<file path="src/slc_cfg.svh">
`ifndef SLC_CFG_SVH
`define SLC_CFG_SVH
// register byte offsets
`define SLC_OFF_RAW        12'h004
`define SLC_OFF_STATUS     12'h008
`define SLC_OFF_ENABLE     12'h00c
`define SLC_OFF_CLEAR      12'h010
`define SLC_OFF_SEND_LINK  12'h03c
`define SLC_OFF_RECV_LINK  12'h040
`define SLC_OFF_TOHOST     12'h04c
`define SLC_OFF_TOKEN      12'h050
`define SLC_OFF_CONF1      12'h060
`define SLC_OFF_DSCR_CONF  12'h098
`define SLC_OFF_LEN_CONF   12'h0e4
`define SLC_OFF_LENGTH     12'h0e8
// interrupt bit positions; host-to-slave bits sit at 7..0
`define SLC_EV_SEND_START  8
`define SLC_EV_RECV_START  9
`define SLC_EV_SEND_UDF    10
`define SLC_EV_RECV_OVF    11
`define SLC_EV_RECV_DONE   12
`define SLC_EV_RECV_EOF    13
`define SLC_EV_SEND_DONE   14
`define SLC_EV_SEND_EOF    15
`define SLC_EV_RECV_DERR   16
`define SLC_EV_SEND_DERR   17
`define SLC_NEV            18
// link control fields
`define SLC_LINK_STOP      28
`define SLC_LINK_START     29
`define SLC_LINK_RESTART   30
// descriptor word fields
`define SLC_DSC_OWN        31
`define SLC_DSC_EOF        30
`define SLC_DSC_LEN_HI     29
`define SLC_DSC_LEN_LO     20
// other fields
`define SLC_TOKEN_ADD      12
`define SLC_LEN_ADD        20
`define SLC_CONF1_SEND_JN  0
`define SLC_CONF1_RECV_JN  1
`define SLC_CONF1_LEN_AZ   2
// reset values and implied address bits
`define SLC_ADDR_HI        12'h3ff
`define SLC_RST_KEEP       1'b1
`endif

</file>
<file path="src/slc_pkg.sv">
package slc_pkg;
  typedef enum logic [1:0] {
    FS_IDLE = 2'b01,
    FS_BUSY = 2'b10
  } slc_fetch_type;

  typedef struct packed {
    logic        ack;
    logic        err;
    logic [31:0] word;
  } slc_dscr_rsp_type;

  typedef struct packed {
    logic        act;
    logic        ld;
    logic        eof;
    logic [19:0] base;
    logic [19:0] next;
    logic [9:0]  cnt;
  } slc_path_type;
endpackage : slc_pkg

</file>
<file path="src/slc_channel.sv">
`timescale 1ns/100ps
`default_nettype none
`include "slc_cfg.svh"

module slc_channel
  import slc_pkg::*;
(
  // clock and reset
  input  wire logic              pclk,
  input  wire logic              presetn,
  // apb slave
  input  wire logic              psel,
  input  wire logic              penable,
  input  wire logic              pwrite,
  input  wire logic [11:0]       paddr,
  input  wire logic [31:0]       pwdata,
  output var  logic [31:0]       prdata,
  output var  logic              pready,
  output var  logic              pslverr,
  // descriptor fetch port
  output var  logic              dscr_req,
  output var  logic [31:0]       dscr_addr,
  input  wire slc_dscr_rsp_type  dscr_rsp,
  // host side strobes
  input  wire logic              send_rd,
  input  wire logic              recv_wr,
  input  wire logic              recv_last,
  input  wire logic [7:0]        host_irq_set,
  // status outputs
  output var  logic              send_buf_ready,
  output var  logic              recv_buf_ready,
  output var  logic [7:0]        host_irq_vec,
  output var  logic              slave_irq
);

  typedef struct packed {
    logic [31:0]           prdata;
    logic                  pready;
    logic                  pslverr;
    slc_fetch_type         fs;
    logic                  fetch_send;
    logic [31:0]           daddr;
    slc_path_type          sp;
    slc_path_type          rp;
    logic [`SLC_NEV-1:0]   raw;
    logic [`SLC_NEV-1:0]   ena;
    logic [7:0]            to_host;
    logic [11:0]           tokens;
    logic [19:0]           plen;
    logic [2:0]            conf1;
    logic                  keep;
    logic                  irq;
  } slc_state_type;

  slc_state_type r;
  slc_state_type s;

  function automatic logic sel(input logic [11:0] a, input logic [11:0] off);
    sel = (a == off);
  endfunction : sel

  // upper address bits are implied, only the low 20 are programmed
  function automatic logic [31:0] full_addr(input logic [19:0] low);
    full_addr = {`SLC_ADDR_HI, low};
  endfunction : full_addr

  function automatic logic [31:0] link_word(input slc_path_type p);
    link_word = {12'h000, p.base};
  endfunction : link_word

  logic                wr;
  logic                hit;
  logic [31:0]         rd;
  logic [`SLC_NEV-1:0] ev;
  logic [`SLC_NEV-1:0] clr;
  logic                dsc_bad;

  always_comb begin
    s       = r;
    ev      = '0;
    clr     = '0;
    rd      = 32'h00000000;
    hit     = 1'b1;
    dsc_bad = 1'b0;
    s.pready  = 1'b0;
    s.pslverr = 1'b0;
    s.to_host = 8'h00;
    ev[7:0]   = host_irq_set;

    // read data is captured one cycle ahead of the completing edge
    if (sel(paddr, `SLC_OFF_RAW)) begin
      rd = {14'h0000, r.raw};
    end else if (sel(paddr, `SLC_OFF_STATUS)) begin
      rd = {14'h0000, r.raw & r.ena};
    end else if (sel(paddr, `SLC_OFF_ENABLE)) begin
      rd = {14'h0000, r.ena};
    end else if (sel(paddr, `SLC_OFF_SEND_LINK)) begin
      rd = link_word(r.sp);
    end else if (sel(paddr, `SLC_OFF_RECV_LINK)) begin
      rd = link_word(r.rp);
    end else if (sel(paddr, `SLC_OFF_TOKEN)) begin
      rd = {20'h00000, r.tokens};
    end else if (sel(paddr, `SLC_OFF_CONF1)) begin
      rd = {29'h00000000, r.conf1};
    end else if (sel(paddr, `SLC_OFF_DSCR_CONF)) begin
      rd = {31'h00000000, r.keep};
    end else if (sel(paddr, `SLC_OFF_LENGTH)) begin
      rd = {12'h000, r.plen};
    end else if (sel(paddr, `SLC_OFF_CLEAR) || sel(paddr, `SLC_OFF_TOHOST)
                 || sel(paddr, `SLC_OFF_LEN_CONF)) begin
      rd = 32'h00000000;
    end else begin
      hit = 1'b0;
    end

    if (psel && penable && !r.pready) begin
      s.pready  = 1'b1;
      s.prdata  = pwrite ? 32'h00000000 : rd;
      s.pslverr = !hit;
    end
    wr = psel && penable && pwrite && r.pready;

    if (wr) begin
      if (sel(paddr, `SLC_OFF_ENABLE)) begin
        s.ena = pwdata[`SLC_NEV-1:0];
      end
      if (sel(paddr, `SLC_OFF_CLEAR)) begin
        clr = pwdata[`SLC_NEV-1:0];
      end
      if (sel(paddr, `SLC_OFF_TOHOST)) begin
        s.to_host = pwdata[7:0];
      end
      if (sel(paddr, `SLC_OFF_TOKEN)) begin
        if (pwdata[`SLC_TOKEN_ADD]) begin
          s.tokens = r.tokens + pwdata[11:0];
        end else begin
          s.tokens = pwdata[11:0];
        end
      end
      if (sel(paddr, `SLC_OFF_LEN_CONF)) begin
        if (pwdata[`SLC_LEN_ADD]) begin
          s.plen = r.plen + pwdata[19:0];
        end else begin
          s.plen = pwdata[19:0];
        end
      end
      if (sel(paddr, `SLC_OFF_CONF1)) begin
        s.conf1 = pwdata[2:0];
      end
      if (sel(paddr, `SLC_OFF_DSCR_CONF)) begin
        s.keep = pwdata[0];
      end
      if (sel(paddr, `SLC_OFF_SEND_LINK)) begin
        s.sp.base = pwdata[19:0];
        if (pwdata[`SLC_LINK_STOP]) begin
          s.sp.act = 1'b0;
          s.sp.ld  = 1'b0;
        end else if (pwdata[`SLC_LINK_START]) begin
          s.sp.act  = 1'b1;
          s.sp.ld   = 1'b0;
          s.sp.next = pwdata[19:0];
          ev[`SLC_EV_SEND_START] = 1'b1;
        end else if (pwdata[`SLC_LINK_RESTART]) begin
          s.sp.act = 1'b1;
        end
      end
      if (sel(paddr, `SLC_OFF_RECV_LINK)) begin
        s.rp.base = pwdata[19:0];
        if (pwdata[`SLC_LINK_STOP]) begin
          s.rp.act = 1'b0;
          s.rp.ld  = 1'b0;
        end else if (pwdata[`SLC_LINK_START]) begin
          s.rp.act  = 1'b1;
          s.rp.ld   = 1'b0;
          s.rp.next = pwdata[19:0];
          ev[`SLC_EV_RECV_START] = 1'b1;
        end else if (pwdata[`SLC_LINK_RESTART]) begin
          s.rp.act = 1'b1;
        end
      end
    end

    // send path: host pulls bytes out of the loaded buffer
    if (send_rd) begin
      if (r.sp.ld && s.sp.ld) begin
        s.sp.cnt = r.sp.cnt - 10'h001;
        if (r.sp.cnt == 10'h001) begin
          s.sp.ld = 1'b0;
          ev[`SLC_EV_SEND_DONE] = 1'b1;
          if (r.sp.eof) begin
            s.sp.act = 1'b0;
            ev[`SLC_EV_SEND_EOF] = 1'b1;
          end
        end
      end else begin
        ev[`SLC_EV_SEND_UDF] = 1'b1;
      end
    end

    // receive path: the packet may close before the buffer fills
    if (recv_wr) begin
      if (r.rp.ld && s.rp.ld) begin
        s.rp.cnt = r.rp.cnt - 10'h001;
        if (r.rp.cnt == 10'h001 || recv_last) begin
          s.rp.ld = 1'b0;
          ev[`SLC_EV_RECV_DONE] = 1'b1;
        end
        if (recv_last) begin
          ev[`SLC_EV_RECV_EOF] = 1'b1;
        end
      end else begin
        ev[`SLC_EV_RECV_OVF] = 1'b1;
      end
    end

    // one shared fetch port; send is served first when both wait
    unique case (r.fs)
      FS_IDLE: begin
        if (s.sp.act && !s.sp.ld) begin
          s.fs         = FS_BUSY;
          s.fetch_send = 1'b1;
          s.daddr      = full_addr(s.sp.next);
        end else if (s.rp.act && !s.rp.ld) begin
          s.fs         = FS_BUSY;
          s.fetch_send = 1'b0;
          s.daddr      = full_addr(s.rp.next);
        end
      end
      FS_BUSY: begin
        if (dscr_rsp.ack) begin
          s.fs    = FS_IDLE;
          dsc_bad = dscr_rsp.err || !dscr_rsp.word[`SLC_DSC_OWN]
                    || (dscr_rsp.word[`SLC_DSC_LEN_HI:`SLC_DSC_LEN_LO] == 10'h000);
          // a stop that lands during the fetch discards the answer
          if (r.fetch_send && s.sp.act) begin
            if (dsc_bad) begin
              s.sp.act = 1'b0;
              ev[`SLC_EV_SEND_DERR] = 1'b1;
            end else begin
              s.sp.ld   = 1'b1;
              s.sp.eof  = dscr_rsp.word[`SLC_DSC_EOF];
              s.sp.cnt  = dscr_rsp.word[`SLC_DSC_LEN_HI:`SLC_DSC_LEN_LO];
              s.sp.next = dscr_rsp.word[19:0];
            end
          end else if (!r.fetch_send && s.rp.act) begin
            if (dsc_bad) begin
              s.rp.act = 1'b0;
              ev[`SLC_EV_RECV_DERR] = 1'b1;
            end else begin
              s.rp.ld   = 1'b1;
              s.rp.eof  = dscr_rsp.word[`SLC_DSC_EOF];
              s.rp.cnt  = dscr_rsp.word[`SLC_DSC_LEN_HI:`SLC_DSC_LEN_LO];
              s.rp.next = dscr_rsp.word[19:0];
            end
          end
        end
      end
    endcase

    // a new event beats a clear in the same cycle
    s.raw = (r.raw & ~clr) | ev;
    s.irq = |(s.raw & s.ena);
  end

  always_ff @(posedge pclk or negedge presetn) begin
    if (!presetn) begin
      r            <= '0;
      r.fs         <= FS_IDLE;
      r.keep       <= `SLC_RST_KEEP;
    end else begin
      r <= s;
    end
  end

  assign prdata         = r.prdata;
  assign pready         = r.pready;
  assign pslverr        = r.pslverr;
  // the one-hot busy code is its own request flop, so no decode sits on the pin
  assign dscr_req       = r.fs[1];
  assign dscr_addr      = r.daddr;
  assign send_buf_ready = r.sp.ld;
  assign recv_buf_ready = r.rp.ld;
  assign host_irq_vec   = r.to_host;
  assign slave_irq      = r.irq;

endmodule : slc_channel
`default_nettype wire

</file>
<file path="config.mk">
export PLATFORM = sky130hd
export DESIGN_NAME = slc_channel
export DESIGN_NICKNAME = d
export VERILOG_FILES = /design/src/slc_pkg.sv /design/src/slc_channel.sv
export VERILOG_INCLUDE_DIRS = /design/src /design/src/src
export SDC_FILE = /design/constraint.sdc
export NUM_CORES = 1
export LEC_CHECK = 0
export ABC_AREA = 1
export BUFFER_PORTS_ARGS = -buffer_cell sky130_fd_sc_hd__buf_2
export CAP_MARGIN = 10
export CORE_MARGIN = 2
export CORE_UTILIZATION = 60
export CTS_CLUSTER_DIAMETER = 60
export DETAILED_ROUTE_END_ITERATION = 16
export PLACE_DENSITY = 0.87
export SETUP_SLACK_MARGIN = 0.5
export SLEW_MARGIN = 5
export SYNTH_ARGS = -nofsm -noshare
export SYNTH_HDL_FRONTEND = slang
export SYNTH_SLANG_ARGS = --single-unit
</file>
<file path="constraint.sdc">
create_clock -name pclk -period 4.65 [get_ports pclk]
set_clock_uncertainty 0.05 [all_clocks]
set_input_delay 0.93 -clock pclk [delete_from_list [all_inputs] [get_ports pclk]]
set_output_delay 0.93 -clock pclk [all_outputs]
set_load 0.1 [all_outputs]
</file>
* Word-level counts from Yosys, hierarchy flattened
Index checks and enable logic that the tools add are counted.
** Word-level totals
- Input bits :: 94
- Flip-flop bits (word level) :: 256
- Output and inout bits :: 78
- Logic and storage cells :: 196
** Cells by class
- Muxes and demuxes :: 107
- Add/sub/neg operators :: 4
- Reductions and logical operators :: 34
- Equality and inequality tests :: 18
- Bitwise gates (word level) :: 7
** Operators with widths (count)
- $mux 20 :: 20
- $mux 30 :: 7
- $mux 35 :: 2
- $mux 33 :: 2
- $mux 62 :: 1
- $and 18x18->18 :: 3
- $mux 18 :: 3
- $eq 12x7->1 const B :: 4
- $mux 10 :: 4
- $mux 2 :: 20
- $mux 1 :: 37
- $eq 12x8->1 const B :: 3
- $eq 12x4->1 const B :: 2
- $mux 12 :: 2
- $mux 3 :: 7
- $add 20x20->20 :: 1
- $eq 10x1->1 const B :: 2
- $sub 10x1->10 const B :: 2
- $not 18->18 :: 1
- $or 18x18->18 :: 1
- $reduce_or 18->1 :: 1
- $reduce_and 2->1 :: 8
- $add 12x12->12 :: 1
- $eq 12x3->1 const B :: 1
- 16 further kinds :: 35

* Depth between registers and ports, before layout
Gate-level depths: netlist (run 1).
- Word-level depth :: 16
- Depth in mapped cells :: 15
- Depth with buffers taken out :: 14

* Least setup slack after synthesis (run 1)
No wires, ideal clock.
- Kind :: input to register
- Start :: input pwdata[0]
- End :: register r[21] (netlist name)
- Data arrival time :: 2.537 ns
- Path slack :: 1.946 ns
- Data required time :: 4.483 ns
- Buffers on the path :: 0
- Stages :: 13
- Path through :: ha_1 inv_1 fa_1 inv_1 nand3_1 nand2_1 a21boi_0 o21ai_0 nand2_1 nand3_1 nand3_1 nand2_1 nand2_1
** Between the ends
- Longest elaborated chain between the ends :: 2
** RTL lines
- from (decl) :: line slc_channel.sv:16 : input wire logic [31:0] pwdata,
- $add 20x20->20 :: line slc_channel.sv:142 : s.plen = r.plen + pwdata[19:0];
- $mux 20 :: line slc_channel.sv:141 : if (pwdata[`SLC_LEN_ADD]) begin
- to (signal assigned) :: line slc_channel.sv:271 : r <= s;
- to (decl) :: line slc_channel.sv:55 : slc_state_type r;
Every way passes these cells.
A chain may end at the register's enable or synchronous reset.

==> results of run 1 <==
==> layout make-up <==
class | count | area [um^2]
Multi-Input combinational cell | 1440 | 6868
Timing Repair Buffer | 169 | 918.4
Clock buffer | 35 | 735.7
Inverter | 206 | 773.2
Sequential cell | 232 | 5808
Clock inverter | 12 | 202.7
Fill cell | 1966 | 7697
Tap cell | 319 | 399.1
==> critical path, stage by stage <==
cell	delay, ns
buf_2	0.27
nand2_1	0.12
inv_1	0.08
nand3_2	0.08
nor2_4	0.23
nand3_1	0.11
a21oi_1	0.23
nand2_1	0.15
inv_2	0.38
nand2_2	0.50
buf_4	0.39
nand2_1	0.09
o21ai_0	0.09
inv_1	0.08
==> cell usage after synthesis, types with 2 or more instances <==
library cell	number
nand3b_1	2
clkinv_1	2
a22oi_1	4
xor2_1	22
dfrtp_1	230
nor3_1	15
buf_4	77
clkbuf_1	38
ha_1	34
nor2_4	4
o21ai_0	227
inv_1	197
o22ai_1	3
o31ai_1	2
a21o_1	2
nand2_1	665
o2111ai_1	3
o211ai_1	13
inv_2	7
dfstp_2	2
nor4_1	3
nand3_1	114
nor2_1	115
fa_1	2
nand2_2	8
buf_2	24
mux2_2	2
a31oi_1	13
nand3_2	2
or2_2	8
xnor2_1	3
buf_6	5
a21oi_1	61
a21boi_0	3
nand4_1	44
o21bai_1	3
o21ai_1	38
==> report_power, final <==
part	leakage [nW]	internal, mW	switching, mW
Combinational	4.85	0.487	1.67
Clock	0.456	1.39	0.859
Sequential	3.02	2.31	0.170
==> per-stage QoR <==
step	std cells	total power [mW]	util	hold WS, ns	instance area (um^2)
6_report	2413	6.889	0.6711	0.3563	15710
5_1_grt	2413	7.195	0.6711	0.4460	15710
4_1_cts	2413	6.877	0.6711	0.4269	15710
3_5_place_dp	2366	4.624	0.6310	0.4101	14770
3_3_place_gp	2366	4.565	0.6310	0.4068	14770
2_1_floorplan	2022	4.312	-	0.3920	14350
==> how the worst min path moves through the flow <==
| stage | endpoint | slack, ns | cells after the start |
|---|---|---|---|
| 2_1_floorplan | r[184]$_DFFE_PN0P_ | 0.39 | 2 |
| 3_3_place_gp | prdata[4]$_DFFE_PN0P_ | 0.41 | 2 |
| 3_5_place_dp | dscr_addr[2]$_DFFE_PN0P_ | 0.41 | 2 |
| 4_1_cts | dscr_addr[14]$_DFFE_PN0P_ | 0.43 | 2 |
| 5_1_grt | r[14]$_DFFE_PN0P_ | 0.45 | 1 |
| 6_report | r[14]$_DFFE_PN0P_ | 0.36 | 1 |
==> flip-flops by register name, indices dropped and copies added, names as in the netlist <==
| name | cells |
|---|---|
| r | 177 |
| dscr_addr | 21 |
| prdata | 20 |
| host_irq_vec | 8 |
| dscr_req | 1 |
| pready | 1 |
| pslverr | 1 |
| recv_buf_ready | 1 |
| send_buf_ready | 1 |
| slave_irq | 1 |
==> cell families (layout without fill, tap and decap cells) <==
| kind of cell | Yosys count | after routing | synth area share |
|---|---|---|---|
| and+or+nand+nor | 989 | 989 | 0.2890 |
| AOI/OAI and AO/OA | 374 | 374 | 0.1383 |
| buffers and inverters | 350 | 422 | 0.1168 |
| DFF | 232 | 232 | 0.4062 |
| adders and majority gates | 36 | 36 | 0.03255 |
| xor gates and xnor gates | 25 | 25 | 0.01531 |
| muxes | 2 | 2 | 0.001575 |
| other | 1 | 14 | 0.0002623 |
==> routing by layer <==
layer	track usage	vias up	part of all wire
met3	0.06233	148	0.092
li1	-	6558	-
met1	0.4216	6506	0.38
met4	0.1532	2	0.049
met5	0	-	0.00017
met2	0.5590	769	0.48
==> out/summary.txt, run 1 <==
Fin. Hold Viols = 0
Min-Delay Path Class = in2async
First drt pass iteration count = 6
Yosys top cell by area = dfrtp_1
Resized Gates After CTS = 0
Crit path to = r[161]$_DFF_PN0_
Die width = 158.4 um
Share of cells above drive strength 1 = 0.1189
Initial antenna violation count = 1
CP Launch Type = primary input
Worst Tran Pin Value = 0.9604 ns
Initial Util = 0.6109
CTS tree = built
Outcome = finished clean
VDD IR max = 0.5367 mV
Max Clk Rate = 299.7 MHz
Post-synthesis sequential area ratio = 0.4062
Synth top area cells = dfrtp_1 40%, nand2_1 17%, o21ai_0 7.9%
Clk_lat worst skew = 0.54 ns
Slew HR = 0.3563
Avg Cell Area, Syn = 7.117 um^2
Initial DRC Count = 1463
CTS H-tree lvls = 1
Crit path max fanout = 39
Avg WL per Cell = 17.49 um
Core ar. = 23400 um^2
Placement Setup Slack = 0.9465 ns
Post-layout minimum cycle time = 3.337 ns
Full die area = 25080 um^2
# DRC = 0
Boundary Pins = 172
Pwr/cell area = 438.7 nW/um^2
Congestion Overflow GR = 0
Fin. max-slew vios = 0
N_diodes = 0
Via Count = 13983
Yosys top cell area share = 0.4026
Clk pin slew, worst setup/hold paths = 0.06 ns
Area grow syn2layout = 9.845%
Worst setup margin = 1.313 ns
Most common cell after layout, fill and taps aside = nand2_1
Largest net degree at the start of global routing = 106
IO buf count = 149
Number of global-route vias before repair = 13103
Period utilization = 0.7175
Root buffer cell = clkbuf_16
Yosys reg bits = 232
Reg2reg end = r[161]$_DFF_PN0_
Final ANT Viol Nets = 0
Clock sinks = 232
Hold buffers post-CTS = 0
CP Class = in2reg
Post-CTS setup buffer count = 0
Unrepaired setup endpoints after global routing = no
Crit path DAT = 3.75 ns
Vias per cell = 5.795
DP HPWL = 29800 um
Crit end category = flip-flop
Final setup violation count = 0
WL final = 42200 um
Yosys cell types = 49
Clk buf depth = 3
Required @ worst endpoint = 5.06 ns
Max-cap violations = 0
R2R Setup Slk = 1.47 ns
Critical path launch point = paddr[2]
Layout Nets = 2205
CTS Buf Count = 26
Ys async rst share = 1.000
Setup TNS = 0 ns
Synth Flop Type = dfrtp_1
Cells on worst reg2reg path = 11
First-pass GRT wire length = 65990 um
Tot GR Track Use = 0.3339
Rows = 56
Routability cong. = 0.9699
Post-Syn Area = 14300 um^2
Reg2reg start = r[136]$_DFF_PN0_
LEAKAGE = 8.329 nW
Yosys warns = 0
Number of synthesized flops with an enable pin = 0
Most frequent cells in the layout = 665 x nand2_1, 230 x dfrtp_1, 227 x o21ai_0, 197 x inv_1, 148 x buf_2
DIE HEIGHT = 158.4 um
Mapped Cells = 2009
Power figures use the tool's default switching activity.
==> run 2, diff against run 1 <==
CORE_UTILIZATION = 54   (was 60)
PLACE_DENSITY = 0.83   (was 0.87)
clock period = 2.79 ns   (was 4.65 ns; I/O delays follow)
==> run 2 against run 1 <==
Net effect: highest routed layer is now met4; clock-buffer cell count is 6 higher; design area is 3.8% higher; largest power group unchanged; critical endpoint is now slave_irq$_DFF_PN0_; register-to-register slack worse by 0.89 ns.
==> out/summary.txt, run 2 (same netlist as run 1, synthesis figures left out) <==
Outcome = finished clean (unchanged)
Initial Util = 0.5487 (was 0.6109)
Largest net degree at the start of global routing = 67 (was 106)
Vias per cell = 5.643 (was 5.795)
Clk pin slew, worst setup/hold paths = 0.06 ns (about the same)
Setup TNS = 0 ns (unchanged)
Storage element area = 5809 um^2 (was 5808 um^2)
Rows = 59 (was 56)
DP HPWL = 31920 um (was 29800 um)
Max-cap violations = 0 (unchanged)
Final setup violation count = 0 (unchanged)
Multi-input gate area = 6920 um^2 (was 6868 um^2)
Clock sinks = 232 (unchanged)
Final ANT Viol Nets = 0 (unchanged)
Largest Register = r (unchanged)
Avg WL per Cell = 17.49 um (about the same)
DIE HEIGHT = 166.7 um (was 158.4 um)
# DRC = 0 (unchanged)
Unrepaired setup endpoints after global routing = yes (was no)
Largest register FFs = 177 (unchanged)
Die width = 166.7 um (was 158.4 um)
First drt pass iteration count = 8 (was 6)
Routability cong. = 0.9620 (was 0.9699)
Reg2reg start = pready$_DFF_PN0_ (was r[136]$_DFF_PN0_)
Placed cell area = 15230 um^2 (was 14770 um^2)
Period utilization = 0.7916
WL final = 43570 um (was 42200 um)
CTS Buf Count = 28 (was 26)
Layout Nets = 2264 (was 2205)
VDD IR max = 0.8045 mV (was 0.5367 mV)
Sequential share of power = 0.364 (was 0.360)
Share of cells above drive strength 1 = 0.1490 (was 0.1189)
Crit path max fanout = 41 (was 39)
Clk_lat worst skew = 0.55 ns (was 0.54 ns)
Min-Delay Path Class = in2reg (was in2async)
Congestion Overflow GR = 0 (unchanged)
Most frequent cells in the layout = 664 x nand2_1, 229 x dfrtp_1, 223 x o21ai_0, 197 x inv_1, 148 x buf_2 (was 665 x nand2_1, 230 x dfrtp_1, 227 x o21ai_0, 197 x inv_1, 148 x buf_2)
Non-filler cells, final = 2491 (was 2413)
Fill count = 2273 (was 1966)
LEAKAGE = 8.660 nW (was 8.329 nW)
Critical path launch point = pready$_DFF_PN0_ (was paddr[2])
Worst Tran Pin Value = 0.8138 ns (was 0.9604 ns)
Full die area = 27790 um^2 (was 25080 um^2)
First-pass GRT wire length = 69370 um (was 65990 um)
Post-route design area = 16300 um^2 (was 15710 um^2)
Crit path to = slave_irq$_DFF_PN0_ (was r[161]$_DFF_PN0_)
Root buffer cell = clkbuf_16 (unchanged)
Psw = 4.581 mW (was 2.699 mW)
Most common cell after layout, fill and taps aside = nand2_1 (unchanged)
IO buf count = 149 (unchanged)
Boundary Pins = 172 (unchanged)
CTS tree = built (unchanged)
Crit end category = flip-flop (unchanged)
Initial antenna violation count = 1 (unchanged)
Internal power = 6.809 mW (was 4.190 mW)
R2R Setup Slk = 0.58 ns (was 1.47 ns)
Initial DRC Count = 1326 (was 1463)
Tot GR Track Use = 0.3076 (was 0.3339)
Fin. Hold Viols = 0 (unchanged)
CP Launch Type = flip-flop (was primary input)
CP Class = reg2reg (was in2reg)
Reg2reg end = slave_irq$_DFF_PN0_ (was r[161]$_DFF_PN0_)
Clock power frac = 0.313 (was 0.327)
Area grow syn2layout = 14.01% (was 9.845%)
Core ar. = 26060 um^2 (was 23400 um^2)
Slew HR = 0.4569 (was 0.3563)
Clk buf depth = 3 (unchanged)
Required @ worst endpoint = 3.16 ns (was 5.06 ns)
Via Count = 14056 (was 13983)
Fin. max-slew vios = 0 (unchanged)
CTS H-tree lvls = 1 (unchanged)
Crit path DAT = 2.58 ns (was 3.75 ns)
Hold Crit Start = host_irq_set[6]
Max Clk Rate = 452.8 MHz
Sw Share = 0.4022 (was 0.3918)
Logic pwr share = 0.323 (was 0.313)
Pwr/cell area = 698.7 nW/um^2 (was 438.7 nW/um^2)
Post-layout minimum cycle time = 2.208 ns
Number of global-route vias before repair = 13454 (was 13103)
Cells on worst reg2reg path = 13 (was 11)
Placed insts = 2431 (was 2366)
[run 2: timing repair]
action,CTS,global route
cloned,0,1
hold buffers,1,0
resized for setup,1,26
buffers inserted,2,4
pin swaps,1,4
endpoints found under the setup margin,22,61
endpoints found under the hold margin,49,0
[run 2: how the worst min path moves through the flow]
stage	cells past startpoint	to
CTS	2	prdata[19]$_DFFE_PN0P_
finish	3	r[69]$_DFF_PN0_
floorplan	0	dscr_addr[0]$_DFFE_PN0P_
global route	2	prdata[19]$_DFFE_PN0P_
detailed placement	2	prdata[14]$_DFFE_PN0P_
global placement	2	r[184]$_DFFE_PN0P_
[run 2: power by group through the flow]
stage | Combinational [mW] | Sequential (mW) | Clock (mW)
global placement | 3.49 | 4.16 | 0
floorplan | 2.96 | 4.22 | 0
detailed placement | 3.58 | 4.18 | 0
global route | 4.00 | 4.20 | 3.72
CTS | 3.61 | 4.13 | 3.59
finish | 3.68 | 4.15 | 3.56
[run 2: worst max-delay path: stages (launching register included)]
cell     delay, ns
dfrtp_2       0.43
nand2_1       0.12
nor2_4        0.07
inv_2         0.25
nor2_8        0.12
nand2_1       0.13
buf_12        0.22
nand2_1       0.11
nand2_1       0.07
nand2_1       0.05
nor2_1        0.19
nand2_1       0.09
nor2_1        0.11
nand3_1       0.08
[run 2: area by class of cell]
| cell class | instances | area share |
|---|---|---|
| timing repair buffer | 226 | 0.08981 |
| sequential | 232 | 0.3564 |
| inverter | 206 | 0.04759 |
| tap | 335 | 0.02571 |
| multi-input combinational | 1440 | 0.4245 |
| clock buffer | 41 | 0.05158 |
| antenna | 1 | 0.0001535 |
| clock inverter | 10 | 0.004222 |
[run 2: routing by layer]
metal | up-vias | share of wire | global-route usage
li1 | 6676 | - | -
met1 | 6564 | 0.40 | 0.4033
met2 | 677 | 0.47 | 0.5095
met3 | 139 | 0.080 | 0.04539
met4 | 0 | 0.047 | 0.1349
met5 | - | 0 | 0
[run 2: per-stage QoR]
stage                     power [mW]  setup slack [ns]  hold slack [ns]  utilization
after floorplan                7.186            0.5286           0.2124            -
after global placement         7.655            0.1670           0.4082       0.5845
after detailed placement       7.762            0.1324           0.4115       0.5845
after CTS                      11.33            0.5119           0.1742       0.6205
after global routing           11.92            0.4813           0.1874       0.6254
final                          11.39            0.5815           0.1778       0.6255
